==> config.mk <==
export PLATFORM = sky130hd
export DESIGN_NAME = cfrm_top
export DESIGN_NICKNAME = d
export VERILOG_FILES = /design/src/rtl/cfrm_pwm_counter.v /design/src/rtl/cfrm_wb_regs.v /design/src/rtl/cfrm_top.v
export VERILOG_INCLUDE_DIRS = /design/src /design/src/rtl
export SDC_FILE = /design/constraint.sdc
export NUM_CORES = 1
export LEC_CHECK = 0
export ABC_AREA = 1
export BUFFER_PORTS_ARGS = -buffer_cell sky130_fd_sc_hd__buf_2
export CELL_PAD_IN_SITES_DETAIL_PLACEMENT = 1
export CELL_PAD_IN_SITES_GLOBAL_PLACEMENT = 1
export CORE_AREA = 2 2 102 104
export DETAILED_ROUTE_END_ITERATION = 10
export DIE_AREA = 0 0 104 106
export PLACE_DENSITY = 0.92
export SYNTH_ARGS = -nofsm -noshare
export SYNTH_HDL_FRONTEND = slang
export SYNTH_SLANG_ARGS = --single-unit
==> constraint.sdc <==
create_clock -name clk_i -period 3.7 [get_ports clk_i]
set_input_delay 0.37 -clock clk_i [delete_from_list [all_inputs] [get_ports clk_i]]
set_output_delay 0.37 -clock clk_i [all_outputs]
set_load 0.02 [all_outputs]
==> src/rtl/cfrm_defines.vh <==
// Register offsets, field positions, reset values and timing counts of the fault manager
`ifndef CFRM_DEFINES_VH
`define CFRM_DEFINES_VH
// ==========================================
// Register byte offsets
`define CFRM_CTRL_OFS     8'h00
`define CFRM_RESP_OFS     8'h04
`define CFRM_STATE_OFS    8'h08
`define CFRM_STATUS_OFS   8'h0C
`define CFRM_CLEAR_OFS    8'h10
`define CFRM_ENABLE_OFS   8'h14
`define CFRM_MASK_OFS     8'h18
// ==========================================
// Control fields
`define CFRM_CTRL_RUN_BIT 0
`define CFRM_CTRL_OVSEL_BIT 1
`define CFRM_CTRL_RESET   2'h0
// ==========================================
// Response codes, two bits per source
`define CFRM_RSP_LATCH    2'h0
`define CFRM_RSP_RESTART  2'h1
`define CFRM_RSP_IGNORE   2'h2
`define CFRM_RESP_RESET   12'h000
// Source slots in the response register
`define CFRM_SRC_HSOC     0
`define CFRM_SRC_OV       1
`define CFRM_SRC_UV       2
`define CFRM_SRC_TON      3
`define CFRM_SRC_OT       4
`define CFRM_SRC_WARN     5
// ==========================================
// Status bit positions
`define CFRM_ST_HSOC      0
`define CFRM_ST_OV        1
`define CFRM_ST_UV        2
`define CFRM_ST_TON       3
`define CFRM_ST_OT        4
`define CFRM_ST_BGOT      5
`define CFRM_ST_OCW       6
`define CFRM_ST_OVW       7
`define CFRM_ST_UVW       8
`define CFRM_NSTAT        9
// ==========================================
// Timing
`define CFRM_OC_PWM_COUNTS 2'h3
`define CFRM_RETRY_SOFT_STARTS 3'h7
`endif

==> src/rtl/cfrm_pwm_counter.v <==
// Counts PWM cycle pulses after a trigger and flags completion
`timescale 1ns/1ns
module cfrm_pwm_counter #(
   parameter W = 2
) (
   // Clock and reset
   input  wire         clk_i,
   input  wire         rst_i,
   // Control
   input  wire         start_i,
   input  wire         stop_i,
   input  wire         tick_i,
   input  wire [W-1:0] target_i,
   // Result
   output reg          done_o,
   output reg          busy_o
);
   reg [W-1:0] cnt_reg;
   always @(posedge clk_i) begin
      if (rst_i || stop_i) begin
         cnt_reg <= {W{1'b0}};
         busy_o  <= 1'b0;
         done_o  <= 1'b0;
      end else if (start_i && !busy_o) begin
         cnt_reg <= {W{1'b0}};
         busy_o  <= 1'b1;
         done_o  <= 1'b0;
      end else if (busy_o && tick_i) begin
         if (cnt_reg + 1'b1 == target_i) begin
            busy_o <= 1'b0;
            done_o <= 1'b1;
         end else begin
            cnt_reg <= cnt_reg + 1'b1;
         end
      end else begin
         done_o <= 1'b0;
      end
   end
endmodule

==> src/rtl/cfrm_wb_regs.v <==
// Classic Wishbone slave holding the fault manager registers
`timescale 1ns/1ns
`include "cfrm_defines.vh"
module cfrm_wb_regs (
   // Clock and reset
   input  wire        clk_i,
   input  wire        rst_i,
   // Wishbone
   input  wire        cyc_i,
   input  wire        stb_i,
   input  wire        we_i,
   input  wire [7:0]  adr_i,
   input  wire [3:0]  sel_i,
   input  wire [31:0] dat_i,
   output reg  [31:0] dat_o,
   output reg         ack_o,
   // Block side
   input  wire [`CFRM_NSTAT-1:0] event_i,
   input  wire [7:0]  state_i,
   output reg  [1:0]  ctrl_o,
   output reg  [11:0] resp_o,
   output reg  [`CFRM_NSTAT-1:0] status_o,
   output reg  [`CFRM_NSTAT-1:0] enable_o,
   output reg  [`CFRM_NSTAT-1:0] mask_o,
   output reg         run_pulse_o
);
   wire req = cyc_i && stb_i && !ack_o;
   wire wr  = req && we_i && sel_i[0];
   wire [`CFRM_NSTAT-1:0] clr = (wr && adr_i == `CFRM_CLEAR_OFS) ?
                                dat_i[`CFRM_NSTAT-1:0] : {`CFRM_NSTAT{1'b0}};
   always @(posedge clk_i) begin
      if (rst_i) begin
         ack_o       <= 1'b0;
         dat_o       <= 32'h0;
         ctrl_o      <= `CFRM_CTRL_RESET;
         resp_o      <= `CFRM_RESP_RESET;
         status_o    <= {`CFRM_NSTAT{1'b0}};
         enable_o    <= {`CFRM_NSTAT{1'b0}};
         mask_o      <= {`CFRM_NSTAT{1'b0}};
         run_pulse_o <= 1'b0;
      end else begin
         ack_o       <= req;
         run_pulse_o <= 1'b0;
         // Set wins over clear
         status_o    <= (status_o & ~clr) | event_i;
         if (wr) begin
            case (adr_i)
               `CFRM_CTRL_OFS: begin
                  ctrl_o      <= dat_i[1:0];
                  run_pulse_o <= dat_i[`CFRM_CTRL_RUN_BIT];
               end
               `CFRM_RESP_OFS:   resp_o   <= dat_i[11:0];
               `CFRM_ENABLE_OFS: enable_o <= dat_i[`CFRM_NSTAT-1:0];
               `CFRM_MASK_OFS:   mask_o   <= dat_i[`CFRM_NSTAT-1:0];
               default: ;
            endcase
         end
         if (req && !we_i) begin
            case (adr_i)
               `CFRM_CTRL_OFS:   dat_o <= {30'h0, ctrl_o};
               `CFRM_RESP_OFS:   dat_o <= {20'h0, resp_o};
               `CFRM_STATE_OFS:  dat_o <= {24'h0, state_i};
               `CFRM_STATUS_OFS: dat_o <= {23'h0, status_o};
               `CFRM_ENABLE_OFS: dat_o <= {23'h0, enable_o};
               `CFRM_MASK_OFS:   dat_o <= {23'h0, mask_o};
               default:          dat_o <= 32'h0;
            endcase
         end
      end
   end
endmodule

==> src/rtl/cfrm_top.v <==
// Fault response manager for a synchronous buck converter
`timescale 1ns/1ns
`include "cfrm_defines.vh"
// Operation
// - A high-side overcurrent in latch-off allows three PWM counts, then both FETs off until a run write and power good low.
// - A high-side overcurrent in restart turns both FETs off after three PWM counts, then waits seven soft starts.
// - A high-side overcurrent set to ignore only limits peak current cycle by cycle and keeps power good high.
// - An overvoltage fault turns the high-side off and latches the low-side on in latch-off (one clock only in restart) or holds it until feedback is under 0.2 V.
// - In overvoltage restart, after the low-side action the block waits seven soft starts and restarts.
// - Warnings leave the FETs to the PWM, raise the alert and pull power good low unless ignored.
// - Undervoltage or startup timeout turn both FETs off, then restart after seven soft starts or stay off.
// - Internal overtemperature with restart keeps FETs off until the sensor reports 20 C of cooling.
// - Bandgap overtemperature cannot be ignored and restarts once the die is below threshold.
// - Undervoltage is evaluated only after soft start has completed.
// - Every flagged fault sets its status bit and raises the alert unless masked.
module cfrm_top (
   // Clock and reset
   input  wire        clk_i,
   input  wire        rst_i,
   // Wishbone
   input  wire        cyc_i,
   input  wire        stb_i,
   input  wire        we_i,
   input  wire [7:0]  adr_i,
   input  wire [3:0]  sel_i,
   input  wire [31:0] dat_i,
   output wire [31:0] dat_o,
   output wire        ack_o,
   // Modulator and power stage
   input  wire        pwm_tick_i,
   input  wire        pwm_high_i,
   input  wire        peak_limit_i,
   input  wire        enable_i,
   input  wire        soft_start_done_i,
   input  wire        soft_start_period_i,
   output reg         hs_gate_o,
   output reg         ls_gate_o,
   output reg         soft_start_go_o,
   // Fault detectors
   input  wire        hs_oc_i,
   input  wire        ov_i,
   input  wire        uv_i,
   input  wire        ton_max_i,
   input  wire        ot_i,
   input  wire        ot_cooled_i,
   input  wire        bg_ot_i,
   input  wire        feedback_low_i,
   input  wire        oc_warn_i,
   input  wire        ov_warn_i,
   input  wire        uv_warn_i,
   // Status outputs
   output reg         power_good_output_o,
   output reg         alert_o,
   output reg         irq_o
);
   // ==========================================
   // States
   localparam ST_RUN    = 3'h0;
   localparam ST_OCWAIT = 3'h1;
   localparam ST_OVHOLD = 3'h2;
   localparam ST_RETRY  = 3'h3;
   localparam ST_COOL   = 3'h4;
   localparam ST_LATCH  = 3'h5;
   localparam ST_IDLE   = 3'h6;

   // Cause codes held beside the state
   localparam [31:0] CAUSE_HSOC = `CFRM_ST_HSOC;
   localparam [31:0] CAUSE_OV   = `CFRM_ST_OV;
   localparam [31:0] CAUSE_UV   = `CFRM_ST_UV;
   localparam [31:0] CAUSE_TON  = `CFRM_ST_TON;
   localparam [31:0] CAUSE_OT   = `CFRM_ST_OT;
   localparam [31:0] CAUSE_BGOT = `CFRM_ST_BGOT;

   reg [2:0] state_reg;
   reg [2:0] state_next;
   reg [2:0] cause_reg;
   reg [2:0] cause_next;
   reg [2:0] retry_reg;
   reg [2:0] retry_next;
   reg       ls_latch_reg;
   reg       ls_latch_next;
   reg       oc_start;

   wire [1:0]  ctrl;
   wire [11:0] resp;
   wire [`CFRM_NSTAT-1:0] status;
   wire [`CFRM_NSTAT-1:0] enable;
   wire [`CFRM_NSTAT-1:0] mask;
   wire        run_pulse;
   wire        oc_done;
   wire        oc_busy;

   // ==========================================
   // Per source response decode
   wire [1:0] rsp_hsoc = resp[2*`CFRM_SRC_HSOC +: 2];
   wire [1:0] rsp_ov   = resp[2*`CFRM_SRC_OV +: 2];
   wire [1:0] rsp_uv   = resp[2*`CFRM_SRC_UV +: 2];
   wire [1:0] rsp_ton  = resp[2*`CFRM_SRC_TON +: 2];
   wire [1:0] rsp_ot   = resp[2*`CFRM_SRC_OT +: 2];
   wire [1:0] rsp_warn = resp[2*`CFRM_SRC_WARN +: 2];

   wire hsoc_act = hs_oc_i && rsp_hsoc != `CFRM_RSP_IGNORE;
   wire ov_act   = ov_i && rsp_ov != `CFRM_RSP_IGNORE;
   wire uv_chk   = uv_i && soft_start_done_i;
   wire uv_act   = uv_chk && rsp_uv != `CFRM_RSP_IGNORE;
   wire ton_act  = ton_max_i && rsp_ton != `CFRM_RSP_IGNORE;
   wire ot_act   = ot_i && rsp_ot != `CFRM_RSP_IGNORE;
   wire restart_en = enable_i || run_pulse;

   // ==========================================
   // Events
   wire [`CFRM_NSTAT-1:0] events = {uv_warn_i, ov_warn_i, oc_warn_i, bg_ot_i, ot_i,
                                    ton_max_i, uv_chk, ov_i, hs_oc_i};

   // ==========================================
   // Register block
   cfrm_wb_regs u_regs (
      .clk_i       (clk_i),
      .rst_i       (rst_i),
      .cyc_i       (cyc_i),
      .stb_i       (stb_i),
      .we_i        (we_i),
      .adr_i       (adr_i),
      .sel_i       (sel_i),
      .dat_i       (dat_i),
      .dat_o       (dat_o),
      .ack_o       (ack_o),
      .event_i     (events),
      .state_i     ({2'h0, cause_reg, state_reg}),
      .ctrl_o      (ctrl),
      .resp_o      (resp),
      .status_o    (status),
      .enable_o    (enable),
      .mask_o      (mask),
      .run_pulse_o (run_pulse)
   );

   // ==========================================
   // Overcurrent delay of three PWM counts
   // Counter cleared whenever the wait is left, so no stale count survives
   wire oc_stop = state_reg == ST_OCWAIT && state_next != ST_OCWAIT;
   cfrm_pwm_counter #(
      .W (2)
   ) u_oc_cnt (
      .clk_i    (clk_i),
      .rst_i    (rst_i),
      .start_i  (oc_start),
      .stop_i   (oc_stop),
      .tick_i   (pwm_tick_i),
      .target_i (`CFRM_OC_PWM_COUNTS),
      .done_o   (oc_done),
      .busy_o   (oc_busy)
   );

   // ==========================================
   // Response state machine
   always @* begin
      state_next    = state_reg;
      cause_next    = cause_reg;
      retry_next    = retry_reg;
      ls_latch_next = ls_latch_reg;
      oc_start      = 1'b0;
      case (state_reg)
         ST_RUN: begin
            if (bg_ot_i) begin
               state_next = ST_COOL;
               cause_next = CAUSE_BGOT[2:0];
            end else if (ot_act) begin
               state_next = (rsp_ot == `CFRM_RSP_RESTART) ? ST_COOL : ST_LATCH;
               cause_next = CAUSE_OT[2:0];
            end else if (ov_act) begin
               state_next    = ST_OVHOLD;
               cause_next    = CAUSE_OV[2:0];
               ls_latch_next = ctrl[`CFRM_CTRL_OVSEL_BIT];
            end else if (uv_act || ton_act) begin
               cause_next = uv_act ? CAUSE_UV[2:0] : CAUSE_TON[2:0];
               retry_next = 3'h0;
               if ((uv_act ? rsp_uv : rsp_ton) == `CFRM_RSP_RESTART)
                  state_next = ST_RETRY;
               else
                  state_next = ST_LATCH;
            end else if (hsoc_act) begin
               state_next = ST_OCWAIT;
               cause_next = CAUSE_HSOC[2:0];
               oc_start   = 1'b1;
            end
         end
         ST_OCWAIT: begin
            if (oc_done) begin
               retry_next = 3'h0;
               state_next = (rsp_hsoc == `CFRM_RSP_RESTART) ? ST_RETRY : ST_LATCH;
            end
         end
         ST_OVHOLD: begin
            if (!ls_latch_reg && feedback_low_i) begin
               retry_next = 3'h0;
               state_next = (rsp_ov == `CFRM_RSP_RESTART) ? ST_RETRY : ST_LATCH;
            end else if (ls_latch_reg && rsp_ov == `CFRM_RSP_RESTART) begin
               retry_next = 3'h0;
               state_next = ST_RETRY;
            end else if (ls_latch_reg && run_pulse) begin
               state_next = ST_IDLE;
            end
         end
         ST_RETRY: begin
            if (soft_start_period_i) begin
               if (retry_reg == `CFRM_RETRY_SOFT_STARTS - 3'h1)
                  state_next = ST_IDLE;
               else
                  retry_next = retry_reg + 3'h1;
            end
         end
         ST_COOL: begin
            if (cause_reg == `CFRM_ST_BGOT ? !bg_ot_i : ot_cooled_i)
               state_next = ST_IDLE;
         end
         ST_LATCH: begin
            if (run_pulse)
               state_next = ST_IDLE;
         end
         ST_IDLE: begin
            if (restart_en)
               state_next = ST_RUN;
         end
         default: state_next = ST_IDLE;
      endcase
      // Bandgap overheat overrides every setting and every state but latch-off
      if (bg_ot_i && state_reg != ST_LATCH) begin
         state_next = ST_COOL;
         cause_next = CAUSE_BGOT[2:0];
      end
   end

   always @(posedge clk_i) begin
      if (rst_i) begin
         state_reg    <= ST_IDLE;
         cause_reg    <= 3'h0;
         retry_reg    <= 3'h0;
         ls_latch_reg <= 1'b0;
      end else begin
         state_reg    <= state_next;
         cause_reg    <= cause_next;
         retry_reg    <= retry_next;
         ls_latch_reg <= ls_latch_next;
      end
   end

   // ==========================================
   // Gate, power good and alert outputs
   wire running  = state_reg == ST_RUN || state_reg == ST_OCWAIT;
   wire limit    = rsp_hsoc == `CFRM_RSP_IGNORE && peak_limit_i;
   wire warn_any = oc_warn_i || ov_warn_i || uv_warn_i;
   wire warn_pg  = warn_any && rsp_warn != `CFRM_RSP_IGNORE;

   always @(posedge clk_i) begin
      if (rst_i) begin
         hs_gate_o           <= 1'b0;
         ls_gate_o           <= 1'b0;
         soft_start_go_o     <= 1'b0;
         power_good_output_o <= 1'b0;
         alert_o             <= 1'b0;
         irq_o               <= 1'b0;
      end else begin
         hs_gate_o       <= running && pwm_high_i && !limit;
         ls_gate_o       <= (running && !pwm_high_i) || state_reg == ST_OVHOLD;
         soft_start_go_o <= state_reg == ST_IDLE && restart_en;
         power_good_output_o <= running && soft_start_done_i && !warn_pg;
         alert_o         <= |(status & ~mask);
         irq_o           <= |(status & enable);
      end
   end
endmodule

==> flow_metrics.tcl <==
set metrics [dict create \
    ys_ff_latch 75 \
    antenna_found_initial 0 \
    ctsHoldBuffers 0 \
    outcome "complete, no violations" \
    die_w_um 104 \
    reg_top3 "u_regs.dat_o (12), u_regs.resp_o (12)" \
    synthArstFlopShare_pct 0 \
    drc 0 \
    via_per_inst 5.23 \
    hold_violations 0 \
    maxCapViolations 0 \
    num_rows 37 \
    io_pins 105 \
    tightest_slew_ns 0.798 \
    yosysWarnings 0 \
    slew_headroom_pct 46.5 \
    grt_first_pass_wirelength_um 20600 \
    cp_cell_sequence "nor2_1, nand3_2, nor2_2, inv_1, o21ai_0, a21oi_1" \
    layout.cells.non_filler 755 \
    finish.utilization_pct 44.4 \
    netlist_instances 555 \
    cp-end-kind "register" \
    antenna_left 0 \
    required_ns 3.95 \
    nets 683 \
    core_region_area_um2 10000 \
    synth_flop_cell "dfxtp_1" \
    synth_area_per_cell_um2 7.01 \
    dieArea_um2 11000 \
    synth_cell_type_count 45 \
    slowest_delay_ns 0.73 \
    firstDrtPassIters 4 \
    p_per_area_nw_per_um2 387 \
    crit_arrival_ns 2.38 \
    clkTransAtPathRegs_ns 0.08 \
    min_delay_worst_endpoint "hs_gate_o" \
    dr_total_vias 3950 \
    setup_viol 0 \
    rr_startpoint "u_regs.ack_o" \
    cp-start-kind "register" \
    wl_per_cell_um 16.2 \
    p_total_uw 1720 \
    drive_above_1_share_pct 17.6 \
    power_frac_clock_pct 40.9 \
    leakagePower_uw 0.00195 \
    hold_path_class "input port to register" \
    p_comb_share_pct 10.3 \
    drtIter0Drc 151 \
    internal-power_uw 1250 \
    antennaDiodeCount 0 \
    start_util_pct 38.9 \
    cts_sinks 75 \
    post-place-cells 739 \
    layout_commonest_cell "nand2_1" \
    drv_slew 0 \
    p_sw_uw 467 \
    r2r_cells 6 \
    cts_tree "done" \
    cp.buffers_inverters 1 \
    overflow 0 \
    rsz0062_at_grt "no" \
    syn_area_um2 3890 \
    numCtsBuffers 9 \
    clockBufferDepth 2 \
    clockRootBuffer "clkbuf_8" \
    htreeDepth 3 \
    ys_seq_area_share_pct 38.6 \
    vdd_drop_max_mv 0.260 \
    area_delta_synth_final_pct 14.3 \
    synth_edf_count 0 \
    die_height_um 106 \
    r2r_end "u_regs.resp_o[10]" \
    worstSetupPathType "register to register" \
    layout_min_cycle_time_ns 2.13 \
    cp_max_fo 21 \
    swShare_pct 27.2 \
    grt_pass1_vias 4189 \
    grt_max_degree 43 \
    worst_path_max_delay_cell "nor2_2" \
    cts_resized 0 \
    r2r_slack_ns 1.57 \
    postCtsSetupBuffers 0 \
    hp-start "peak_limit_i" \
    whs_ns 0.219 \
    fin_crit_sh_pct 57.6 \
    dpl.hpwl_um 9170 \
    hold_depth 2 \
    seq_power_share_pct 48.7 \
    track_usage_pct 23.4 \
    final_cell_mix "99 x nand2_1, 75 x dfxtp_1, 71 x nor2_1" \
    final.setup.tns_ns 0 \
    globalplace.congestion 0.889 \
    fmax_mhz 469 \
    io_buffers 61 \
    fin_worst_skew_ns 0.00660 \
    clock_latency_ns 0.36 \
    drt_wl_total_um 12200 \
    cp_top_family "simple AND/OR/NAND/NOR gates" \
]
synthesized netlist by cell type (all sizes together) (2+ instances only):
master  number  area [um^2]
nor2        80          365
a31oi        2         12.5
clkbuf       8         30.0
buf         26          194
ha           3         37.5
a211oi      19          148
o211ai       4         30.0
inv         76          290
or2          4         25.0
o22ai        4         25.0
dfxtp       75         1500
nand2      100          378
nor3        11         65.1
o21ai       56          284
nand3       20          120
xor2         2         17.5
nor4         2         12.5
o31ai        3         22.5
a21oi       49          249
cell families (layout without fill, tap and decap cells):
kind of cell | count (synthesis) | after routing | share of synthesized area, %
AO/OA/AOI/OAI | 145 | 145 | 21.6
XOR/XNOR | 2 | 2 | 0.451
flip-flops | 75 | 75 | 38.6
adder cells (fa/ha/maj) | 3 | 3 | 0.965
other | 1 | 20 | 0.0964
buffers and inverters | 111 | 156 | 13.3
AND/OR/NAND/NOR | 218 | 218 | 25.0
power by group through the flow:
stage | registers, uW | logic [uW] | clock network [uW]
global route | 839 | 197 | 743
detailed placement | 856 | 172 | 0
CTS | 837 | 176 | 712
floorplan | 857 | 122 | 0
finish | 837 | 177 | 703
global placement | 855 | 165 | 0
per-layer routing:
layer | part of all wire [%] | vias up | global-route usage, %
met5 | 0 | - | 0
met4 | 2.0 | 0 | 8.30
met3 | 4.7 | 21 | 5.21
met2 | 50 | 111 | 42.2
met1 | 43 | 1911 | 27.2
li1 | - | 1907 | -
how the worst max path moves through the flow:
stage / end / cells after the start / start / slack [ns]
2_1_floorplan: u_regs.ctrl_o[0] / 6 / cyc_i / 2.26
3_3_place_gp: u_regs.resp_o[10] / 9 / adr_i[7] / 1.46
3_5_place_dp: u_regs.resp_o[10] / 9 / adr_i[7] / 1.32
4_1_cts: u_regs.resp_o[10] / 6 / u_regs.ack_o / 1.58
5_1_grt: u_regs.resp_o[10] / 6 / u_regs.ack_o / 1.38
6_report: u_regs.resp_o[10] / 6 / u_regs.ack_o / 1.57
final cells by class:
type / instances / area [um^2]
clock buffers: 9 / 124
repair buffers: 63 / 320
flip-flops and latches: 75 / 1500
multi-input cells: 388 / 1940
fillers: 1336 / 5560
clock inverters: 7 / 92.6
well taps: 136 / 170
inverters: 77 / 294
through the flow:
stage | instance area [um^2] | setup slack (ns)
finish | 4440 | 1.57
global placement | 4230 | 1.46
detailed placement | 4230 | 1.32
global route | 4440 | 1.38
floorplan | 3960 | 2.26
CTS | 4440 | 1.58
worst reg2reg max path, stage by stage, from the launching register on:
cell and delay, ns:
dfxtp_1 0.31, nor2_1 0.22, nand3_2 0.31, nor2_2 0.73, inv_1 0.20, o21ai_0 0.19
a21oi_1 0.06
Note: power is estimated with default switching activity, not from simulation.
